$ cat src/design/ccms_defs.vh
// Constants for the CPU clock mode select block
`ifndef CCMS_DEFS_VH
`define CCMS_DEFS_VH

`define CCMS_MODE_W          3
`define CCMS_MODE_X4         3'h7
`define CCMS_MODE_X3         3'h6
`define CCMS_MODE_X8         3'h5
`define CCMS_MODE_X5         3'h4
`define CCMS_MODE_DIRECT     3'h3
`define CCMS_MODE_X10        3'h2
`define CCMS_MODE_PRESCALE   3'h1
`define CCMS_MODE_X16        3'h0
`define CCMS_MODE_RESET      3'h7

`define CCMS_FACTOR_W        5
`define CCMS_FACTOR_4        5'h04
`define CCMS_FACTOR_3        5'h03
`define CCMS_FACTOR_8        5'h08
`define CCMS_FACTOR_5        5'h05
`define CCMS_FACTOR_1        5'h01
`define CCMS_FACTOR_10       5'h0A
`define CCMS_FACTOR_16       5'h10

`define CCMS_OWD_DIS_BIT     4
`define CCMS_OWD_CNT_W       5
`define CCMS_OWD_OVERFLOW    5'h10
`define CCMS_OWD_CNT_ZERO    5'h00
`define CCMS_OWD_CNT_ONE     5'h01

`define CCMS_SRC_PLL_MULT    2'h0
`define CCMS_SRC_PRESCALE    2'h1
`define CCMS_SRC_DIRECT      2'h2
`define CCMS_SRC_PLL_FREE    2'h3

`endif

$ cat src/design/ccms_cpu_clock_mode_select.v
// CPU clock mode select: strap capture, clock source choice and oscillator watchdog
// Overview of operation
// - Capture the three clock-mode straps during reset; they choose the clock path.
// - Decode 111 x4, 110 x3, 101 x8, 100 x5, 011 x1, 010 x10, 001 /2, 000 x16.
// - Strap 001 gives CPU clock as oscillator clock divided by two.
// - In prescaler mode each CPU clock phase lasts one crystal period.
// - Strap 011 bypasses amplifier, drives CPU clock from crystal pin; PLL is off only with watchdog disabled.
// - Direct drive keeps the incoming duty cycle, no correction.
// - Prescaler or direct: watchdog enabled runs PLL free; disabled powers PLL off.
// - Both CPU clock edges are timing units, each half-period one unit.
// - In direct drive two consecutive half-periods equal one input period.
// - Watchdog is enabled after reset; disable bit is configuration bit 4.
// - Watchdog counter counts PLL free clocks, clears on every crystal transition.
// - Overflow after 16 PLL clocks switches CPU clock to PLL free clock, flags request.
// - After fallback, CPU clock stays on PLL free clock until next reset.
`include "ccms_defs.vh"
`default_nettype none

module ccms_cpu_clock_mode_select (
   input  wire        mclk,
   input  wire        resetn,
   input  wire [2:0]  clock_mode_straps,
   input  wire        crystal_input_pin,
   input  wire        pll_mult_clock,
   input  wire        pll_free_clock,
   input  wire [7:0]  system_config_reg,
   output reg         cpu_clock,
   output reg         half_clock_period,
   output reg  [2:0]  clock_mode,
   output reg  [4:0]  pll_factor,
   output reg         pll_enable,
   output reg         pll_free_run,
   output reg         osc_amp_bypass,
   output reg         osc_watchdog_fallback,
   output reg         osc_watchdog_irq
);

   reg        xtal_s1_q;
   reg        xtal_s2_q;
   reg        xtal_s3_q;
   reg  [2:0] mode_q;
   reg  [4:0] owd_cnt_q;
   reg  [4:0] owd_cnt_d;
   reg        fallback_q;
   reg        irq_q;
   reg        pll_free_prev_q;
   reg        presc_q;
   reg        cpu_clk_q;
   reg        cpu_clk_d;
   reg  [1:0] src;
   wire       xtal_edge;
   wire       xtal_rise;
   wire       pll_free_rise;
   wire       slow_mode;
   wire       owd_disable;
   wire       owd_active;
   wire       owd_overflow;

   // Strap value to multiplication factor
   function [4:0] ccms_factor;
      input [2:0] mode;
      begin
         case (mode)
            `CCMS_MODE_X4:       ccms_factor = `CCMS_FACTOR_4;
            `CCMS_MODE_X3:       ccms_factor = `CCMS_FACTOR_3;
            `CCMS_MODE_X8:       ccms_factor = `CCMS_FACTOR_8;
            `CCMS_MODE_X5:       ccms_factor = `CCMS_FACTOR_5;
            `CCMS_MODE_DIRECT:   ccms_factor = `CCMS_FACTOR_1;
            `CCMS_MODE_X10:      ccms_factor = `CCMS_FACTOR_10;
            `CCMS_MODE_PRESCALE: ccms_factor = `CCMS_FACTOR_1;
            `CCMS_MODE_X16:      ccms_factor = `CCMS_FACTOR_16;
            default:             ccms_factor = `CCMS_FACTOR_4;
         endcase
      end
   endfunction

   // Direct drive decode, shared by source choice and amplifier bypass
   function ccms_is_direct;
      input [2:0] mode;
      begin
         ccms_is_direct = (mode == `CCMS_MODE_DIRECT);
      end
   endfunction

   // Prescaler decode, shared by source choice and watchdog gating
   function ccms_is_presc;
      input [2:0] mode;
      begin
         ccms_is_presc = (mode == `CCMS_MODE_PRESCALE);
      end
   endfunction

   // Crystal pin is asynchronous: two stages, then a third for edge detection
   // No reset here, so a crystal standing high at release gives no false edge
   always @(posedge mclk) begin
      xtal_s1_q <= crystal_input_pin;
      xtal_s2_q <= xtal_s1_q;
      xtal_s3_q <= xtal_s2_q;
   end

   // Straps sampled only while reset is low; the synchroniser keeps running through
   // reset via a separate flop pair so the captured value is settled at release
   reg [2:0] rst_strap_s1_q;
   reg [2:0] rst_strap_s2_q;
   always @(posedge mclk) begin
      rst_strap_s1_q <= clock_mode_straps;
      rst_strap_s2_q <= rst_strap_s1_q;
      if (!resetn) begin
         mode_q <= rst_strap_s2_q;
      end
   end

   assign xtal_edge     = xtal_s2_q ^ xtal_s3_q;
   assign xtal_rise     = xtal_s2_q & ~xtal_s3_q;
   assign pll_free_rise = pll_free_clock & ~pll_free_prev_q;
   // Watchdog only matters while the crystal itself drives the CPU clock
   assign slow_mode     = ccms_is_direct(mode_q) || ccms_is_presc(mode_q);
   assign owd_disable   = system_config_reg[`CCMS_OWD_DIS_BIT];
   assign owd_active    = slow_mode && !owd_disable;
   // Next count is compared, so the flags rise with the sixteenth edge
   assign owd_overflow  = owd_active && !fallback_q && (owd_cnt_d == `CCMS_OWD_OVERFLOW);

   // Watchdog counter: any crystal edge clears it, so only a stalled
   // crystal lets it climb to the overflow value
   always @* begin
      owd_cnt_d = owd_cnt_q;
      if (!owd_active || fallback_q || xtal_edge) begin
         owd_cnt_d = `CCMS_OWD_CNT_ZERO;
      end else if (pll_free_rise) begin
         owd_cnt_d = owd_cnt_q + `CCMS_OWD_CNT_ONE;
      end
   end

   // Clock source and next CPU clock level
   // Fallback outranks the straps, so a dead crystal cannot stall the CPU
   always @* begin
      if (fallback_q) begin
         src = `CCMS_SRC_PLL_FREE;
      end else if (ccms_is_presc(mode_q)) begin
         src = `CCMS_SRC_PRESCALE;
      end else if (ccms_is_direct(mode_q)) begin
         src = `CCMS_SRC_DIRECT;
      end else begin
         src = `CCMS_SRC_PLL_MULT;
      end
      case (src)
         `CCMS_SRC_PRESCALE: cpu_clk_d = presc_q;
         `CCMS_SRC_DIRECT:   cpu_clk_d = xtal_s2_q;
         `CCMS_SRC_PLL_FREE: cpu_clk_d = pll_free_clock;
         default:            cpu_clk_d = pll_mult_clock;
      endcase
   end

   // Watchdog counter and free clock edge state
   always @(posedge mclk) begin
      if (!resetn) begin
         owd_cnt_q       <= `CCMS_OWD_CNT_ZERO;
         pll_free_prev_q <= 1'h0;
      end else begin
         pll_free_prev_q <= pll_free_clock;
         owd_cnt_q       <= owd_cnt_d;
      end
   end

   // Fallback is sticky: only reset returns the CPU clock to the crystal
   always @(posedge mclk) begin
      if (!resetn) begin
         fallback_q <= 1'h0;
         irq_q      <= 1'h0;
      end else if (owd_overflow) begin
         fallback_q <= 1'h1;
         irq_q      <= 1'h1;
      end
   end

   // Toggle once per crystal period: each phase is one full input period
   always @(posedge mclk) begin
      if (!resetn) begin
         presc_q <= 1'h0;
      end else if (xtal_rise) begin
         presc_q <= ~presc_q;
      end
   end

   // One extra stage keeps the source mux glitches off cpu_clock
   always @(posedge mclk) begin
      if (!resetn) begin
         cpu_clk_q <= 1'h0;
      end else begin
         cpu_clk_q <= cpu_clk_d;
      end
   end

   // Registered outputs, one edge behind the internal state
   always @(posedge mclk) begin
      if (!resetn) begin
         cpu_clock             <= 1'h0;
         half_clock_period     <= 1'h0;
         clock_mode            <= `CCMS_MODE_RESET;
         pll_factor            <= `CCMS_FACTOR_4;
         pll_enable            <= 1'h0;
         pll_free_run          <= 1'h0;
         osc_amp_bypass        <= 1'h0;
         osc_watchdog_fallback <= 1'h0;
         osc_watchdog_irq      <= 1'h0;
      end else begin
         cpu_clock             <= cpu_clk_q;
         half_clock_period     <= cpu_clk_q ^ cpu_clock;
         clock_mode            <= mode_q;
         pll_factor            <= ccms_factor(mode_q);
         pll_enable            <= !slow_mode || owd_active;
         pll_free_run          <= owd_active;
         osc_amp_bypass        <= ccms_is_direct(mode_q);
         osc_watchdog_fallback <= fallback_q;
         osc_watchdog_irq      <= irq_q;
      end
   end

endmodule // ccms_cpu_clock_mode_select

`default_nettype wire

$ cat config.mk
export PLATFORM = sky130hd
export DESIGN_NAME = ccms_cpu_clock_mode_select
export DESIGN_NICKNAME = d
export VERILOG_FILES = /design/src/design/ccms_cpu_clock_mode_select.v
export VERILOG_INCLUDE_DIRS = /design/src /design/src/design
export SDC_FILE = /design/constraint.sdc
export NUM_CORES = 1
export LEC_CHECK = 0
export ABC_AREA = 1
export BUFFER_PORTS_ARGS = -buffer_cell sky130_fd_sc_hd__buf_4
export CORE_AREA = 2 2 51 53
export CTS_CLUSTER_DIAMETER = 30
export DETAILED_ROUTE_END_ITERATION = 16
export DIE_AREA = 0 0 53 55
export GPL_ROUTABILITY_DRIVEN = 0
export GPL_TIMING_DRIVEN = 1
export PLACE_DENSITY = 0.84
export SETUP_SLACK_MARGIN = 0.05
export SLEW_MARGIN = 20
export SYNTH_ARGS = -nofsm -noshare
export SYNTH_HDL_FRONTEND = slang
export SYNTH_SLANG_ARGS = --single-unit
$ cat constraint.sdc
create_clock -name mclk -period 3 [get_ports mclk]
set_clock_uncertainty 0.15 [all_clocks]
set_input_delay 0.15 -clock mclk [delete_from_list [all_inputs] [get_ports mclk]]
set_output_delay 0.15 -clock mclk [all_outputs]
set_load 0.05 [all_outputs]
Word level (Yosys, flattened, before mapping). Memories as Yosys holds them, arrays and structs flattened. A register that Yosys moved wholly into a read port is not among the register bits. Cells that the tools add are included.

Equal/unequal tests: 6. Mux-type cells: 6. Bitwise operators: 7. Add/subtract/negate cells: 1. Reductions and logical operators: 12.

Operators with widths (count): two-way mux 5 bit (2); two-way mux 2 bit (3); adder 5 x 1 -> 5 bit, second input constant (1); equality test 5 bit, second input constant (1); logical NOT 1 bit (5); equality test 2 bit, second input constant (2); logical OR 1 bit (4); equality test 3 x 1 -> 1 bit, second input constant (1); equality test 3 x 2 -> 1 bit, second input constant (1); logical AND 1 bit (3); inverter 1 bit (3); one-hot mux 1 bit (3 select lines) (1); bitwise AND 1 bit (2); equality test 2 x 1 -> 1 bit, second input constant (1); XOR 1 bit (2).

Memories kept: 1. Bits in read-only memories: 40. Register bits after elaboration: 30. Bits of input ports: 16. Output and inout bits: 15. Logic and storage cells: 51.

Memories: (no name shown) (depth 8, width 5, rd ports 1, clocked after memory_dff 1, wr ports 0, RTL line ccms_cpu_clock_mode_select.v:63) `case (mode)`.

Logic depth before layout (Yosys ltp).
Depth after elaboration: 9. Gate-level depth with buffers: 9.

Worst setup path after synthesis. OpenSTA, ideal clock, no wires.

Path type: reg-to-reg. From: register mode_q[2]. To: register irq_q. Stages on the path, launching flop included: 9. Path buffers: 0. Path slack: 1.589 ns. Arrival: 1.203 ns. Period minus slack after synthesis: 1.411 ns. Library setup time: 0.058 ns. Cells stage by stage: edfxtp_1 -> inv_1 -> ha_1 -> nand3_1 -> nor2_4 -> nand3_1 -> nor2_1 -> nand3_1 -> nand2_1.

Cells in the longest elaborated chain, start to end: 9.

RTL lines: start, declared (RTL line ccms_cpu_clock_mode_select.v:41) `reg [2:0] mode_q;`; start signal, assigned (RTL line ccms_cpu_clock_mode_select.v:109) `mode_q <= rst_strap_s2_q;`; equality test 3 x 2 -> 1 bit (no source line) or equality test 3 x 1 -> 1 bit (tied branches); logical OR 1 bit * (RTL line ccms_cpu_clock_mode_select.v:117) `assign slow_mode = ccms_is_direct(mode_q) || ccms_is_presc(mode_q);`; logical AND 1 bit * (RTL line ccms_cpu_clock_mode_select.v:119) `assign owd_active = slow_mode && !owd_disable;`; logical NOT 1 bit (RTL line ccms_cpu_clock_mode_select.v:127) `if (!owd_active || fallback_q || xtal_edge) begin`; logical OR 1 bit (2 in series) (RTL line ccms_cpu_clock_mode_select.v:127); two-way mux 5 bit (RTL line ccms_cpu_clock_mode_select.v:127); equality test 5 bit (no source line); logical AND 1 bit * (RTL line ccms_cpu_clock_mode_select.v:121) `` assign owd_overflow = owd_active && !fallback_q && (owd_cnt_d == `CCMS_OWD_OVERFLOW); ``; end signal, assigned (RTL line ccms_cpu_clock_mode_select.v:169) `irq_q <= 1'h0;`; end signal, assigned (RTL line ccms_cpu_clock_mode_select.v:172) `irq_q <= 1'h1;`; end, declared (RTL line ccms_cpu_clock_mode_select.v:45) `reg irq_q;`.

Mark *: on every way between the ends. The rest lies on a longest branch, timed or not. A chain may end at the register's enable or synchronous reset.

Worst setup path after layout. Same ends and word-level chain as after synthesis.

==> results.txt <==
----------------------------------------------------
[Synth]
  Yosys warns ... 0
  Count of distinct cell types in the synthesized netlist ... 21
  Combined area of all synthesized cells ... about 1200 µm²
  Synth Instances ... ~120
  Share of async-settable or async-resettable flops after synthesis ... 0%
  Post-synth EDFFs ... 3
  Synthesized area per cell ... 9.67 µm²
  Leading register cell type out of synthesis ... sky130_fd_sc_hd__dfxtp_1
  Flip-flop and latch count after synthesis ... 35
  Sequential share of the synthesized area ... about three fifths
  Syn_nets ... roughly 140

[Floorplan]
  Die Width ... between 50 and 60 µm
  Site row count ... 18
  Die span in y ... roughly 55 µm
  Initial cell density of the core ... about 50%
  I/O pin total ... 31
  Placeable core area ... between 2000 and 2500 µm²
  Die area ... between 2000 and 3000 µm²

[Drt]
  Post-detailed-route wirelength per cell ... around 10 µm
  Number of iterations in the first detailed-routing pass ... 4
  Antenna viol nets, final ... 0
  First-iteration detailed-routing DRC count ... 4
  Mean number of vias per cell ... approximately 4.5
  Detailed-route DRC error count ... 0
  Via count of the routed design ... 859
  Total Routed Length ... ~1900 µm

[Setup path]
  Data required, critical path ... 3120 ps
  CP max FO ... 7
  FF-to-FF path depth ... 8
  Data arrival, critical path ... roughly 1700 ps
  Worst Setup End Kind ... register
  Kind of critical path ... reg2reg
  Element type at the critical path start ... register

[Placed design]
  Half-perimeter wire length after placement ... around 1400 µm
  Placed cell count ... 173
  Quantity of I/O buffers inserted on ports ... 23
  Placement Setup Slack ... approximately 1400 ps
  Post-DP Area ... between 1000 and 1500 µm²

[Hold path]
  HP Class ... in2reg
  Number of cells traversed by the worst hold path ... 5

[Pwr]
  Tot Pwr ... about 0.83 mW
  Static Leak ... around 0.75 nW
  Worst vdd ir ... between 0.4 and 0.5 mV
  Power density normalized to cell area ... approximately 550 nW/µm²

[STA]
  Final setup violation count ... 0
  Setup repair after global routing missed its margin ... false
  Period minus WS final ... roughly 1600 ps
  Period utilisation layout ... 52.8%
  Final sum of negative setup slack ... 0 ps
  Worst Slack Setup Final ... between 1000 and 1500 ps
  Worst slew margin ... 81.9%
  Max Slew Vio Count ... 0
  Final Hold Fails ... 0
  Peak clock frequency supported by timing ... approximately 630 MHz
  Slew at the pin closest to its max-slew limit ... ~270 ps

[Clocking]
  TritonCTS clock tree ... yes
  Deepest clock path buffer count ... 2
  Root buf cell ... sky130_fd_sc_hd__clkbuf_4
  Number of buffers created by CTS ... 5
  Total of cells resized after clock tree synthesis ... 0
  Clock insertion delay at the later pin of the skew report ... about 320 ps
  Total of hold buffers inserted after clock tree synthesis ... 8
  CTS clock-pin slew for the worst setup and hold paths ... 100 ps
  Setup Buffers After CTS ... 0
  Number of sinks driven by the clock tree ... 35
  Number of levels in the clock H-tree ... 2

[Global routing]
  GRT Resource Usage Total ... between 10% and 20%
  Number of antenna violations at the first check in global routing ... 0
  Pin count of the biggest net entering global routing ... 12
  Remaining global-route overflow ... 0
  Via count of the first global-routing pass ... ~770
  Global-route wire length before repair ... about 3100 µm

[Run status]
  Run status ... complete, no violations

[Layout]
  Final standard cell count with taps included and fillers excluded ... approximately 190
  Antenna Diode Count ... 0
  Share of cells above drive strength 1 ... between 20 and 25%
  Area growth from synthesis to layout ... 27.6%
  Post-layout nets ... 180
  Final Instance Area ... between 1500 and 2000 µm²

[Job]
  Max Cap Viol ... 0

----------------------------------------------------
## metrics by stage
stage	utilization (%)	hold WS, ps
after detailed placement	58.0	106
final	63.7	64.3
after CTS	63.7	54.8
after global placement	58.0	104
after global routing	63.7	71.7
after floorplan	-	27.7
## cell families (layout without fill, tap and decap cells)
| group | Yosys count | after routing | synth area share, % |
|---|---|---|---|
| simple gates | 47 | 47 | 17.4 |
| flops | 35 | 35 | 61.9 |
| buf+inv | 22 | 59 | 7.95 |
| compound gates | 8 | 8 | 3.39 |
| fa+ha+maj | 6 | 6 | 6.36 |
| xor+xnor | 4 | 4 | 2.97 |
## final timing paths
| check | start | endpoint | slack [ps] |
|---|---|---|---|
| setup reg to reg | mode_q[2]$_DFFE_PN_ | irq_q$_SDFFE_PN0P_ | 1420 |
| setup / recovery | mode_q[2]$_DFFE_PN_ | irq_q$_SDFFE_PN0P_ | 1420 |
| hold / removal | pll_mult_clock | cpu_clk_q$_SDFF_PN0_ | 60 |
| hold reg to reg | xtal_s1_q$_DFF_P_ | xtal_s2_q$_DFF_P_ | 180 |
## sequential cells by signal, indices dropped and copies added (netlist names), 3 cells and up
name            cells
owd_cnt_q           5
rst_strap_s2_q      3
pll_factor          5
rst_strap_s1_q      3
clock_mode          3
mode_q              3
## layer usage
layer  share of wire [%]  wire [µm]  up-vias  global-route usage (%)
met2                  53       1000       20                    28.3
li1                    -          -      446                       -
met4                 1.4         27        0                    10.3
met1                  40        759      391                    14.7
met3                 5.4        102        2                    7.26
met5                   0          0        -                       0
## worst max-delay path: stages (launching register included)
cell                       delay (ps)
sky130_fd_sc_hd__edfxtp_1         410
sky130_fd_sc_hd__inv_1            170
sky130_fd_sc_hd__ha_1             200
sky130_fd_sc_hd__nand3_1          150
sky130_fd_sc_hd__nor2_4           150
sky130_fd_sc_hd__nand3_1           90
sky130_fd_sc_hd__nor2_1            90
sky130_fd_sc_hd__nand3_1           70
sky130_fd_sc_hd__nand2_1           60
## cells in the final DEF, fill, tap and decap left out
cell type,instances
sky130_fd_sc_hd__nor2_4,1
sky130_fd_sc_hd__nand3_1,8
sky130_fd_sc_hd__edfxtp_1,3
sky130_fd_sc_hd__xnor2_1,3
sky130_fd_sc_hd__clkinv_1,1
sky130_fd_sc_hd__o21ai_0,4
sky130_fd_sc_hd__a21oi_1,3
sky130_fd_sc_hd__o21ai_1,1
sky130_fd_sc_hd__nand2_1,26
sky130_fd_sc_hd__nand4_1,1
sky130_fd_sc_hd__nor2_1,7
sky130_fd_sc_hd__and2_1,1
sky130_fd_sc_hd__xor2_1,1
sky130_fd_sc_hd__nor2_2,1
sky130_fd_sc_hd__dlygate4sd3_1,8
sky130_fd_sc_hd__inv_1,19
sky130_fd_sc_hd__ha_1,6
sky130_fd_sc_hd__nor3_1,1
sky130_fd_sc_hd__dfxtp_1,32
sky130_fd_sc_hd__nand2_2,1
sky130_fd_sc_hd__clkinv_2,1
sky130_fd_sc_hd__clkbuf_4,5
sky130_fd_sc_hd__clkinvlp_4,1
sky130_fd_sc_hd__buf_4,23
sky130_fd_sc_hd__clkbuf_1,1
## layout make-up
cell class / instances / area [µm²]
clock inverters: 2 / 12.5
flip-flops and latches: 35 / 731
clock buffers: 6 / 41.3
well taps: 30 / 37.5
inverters: 20 / 75.1
repair buffers: 31 / 253
multi-input cells: 65 / 355
fillers: 193 / 860
## Yosys cell counts, types with 3 or more instances
| cell | number | area share (%) |
|---|---|---|
| sky130_fd_sc_hd__edfxtp_1 | 3 | 7.6 |
| sky130_fd_sc_hd__a21oi_1 | 3 | 1.3 |
| sky130_fd_sc_hd__inv_1 | 19 | 6.0 |
| sky130_fd_sc_hd__ha_1 | 6 | 6.4 |
| sky130_fd_sc_hd__dfxtp_1 | 32 | 54 |
| sky130_fd_sc_hd__nor2_1 | 7 | 2.2 |
| sky130_fd_sc_hd__nand3_1 | 8 | 3.4 |
| sky130_fd_sc_hd__o21ai_0 | 4 | 1.7 |
| sky130_fd_sc_hd__nand2_1 | 26 | 8.3 |
| sky130_fd_sc_hd__xnor2_1 | 3 | 2.2 |
## where the power goes
group	switching [mW]	internal [mW]
clock network	0.143	0.0904
logic	0.0612	0.0369
registers	0.00812	0.492
(Power assumes the default switching activity.)
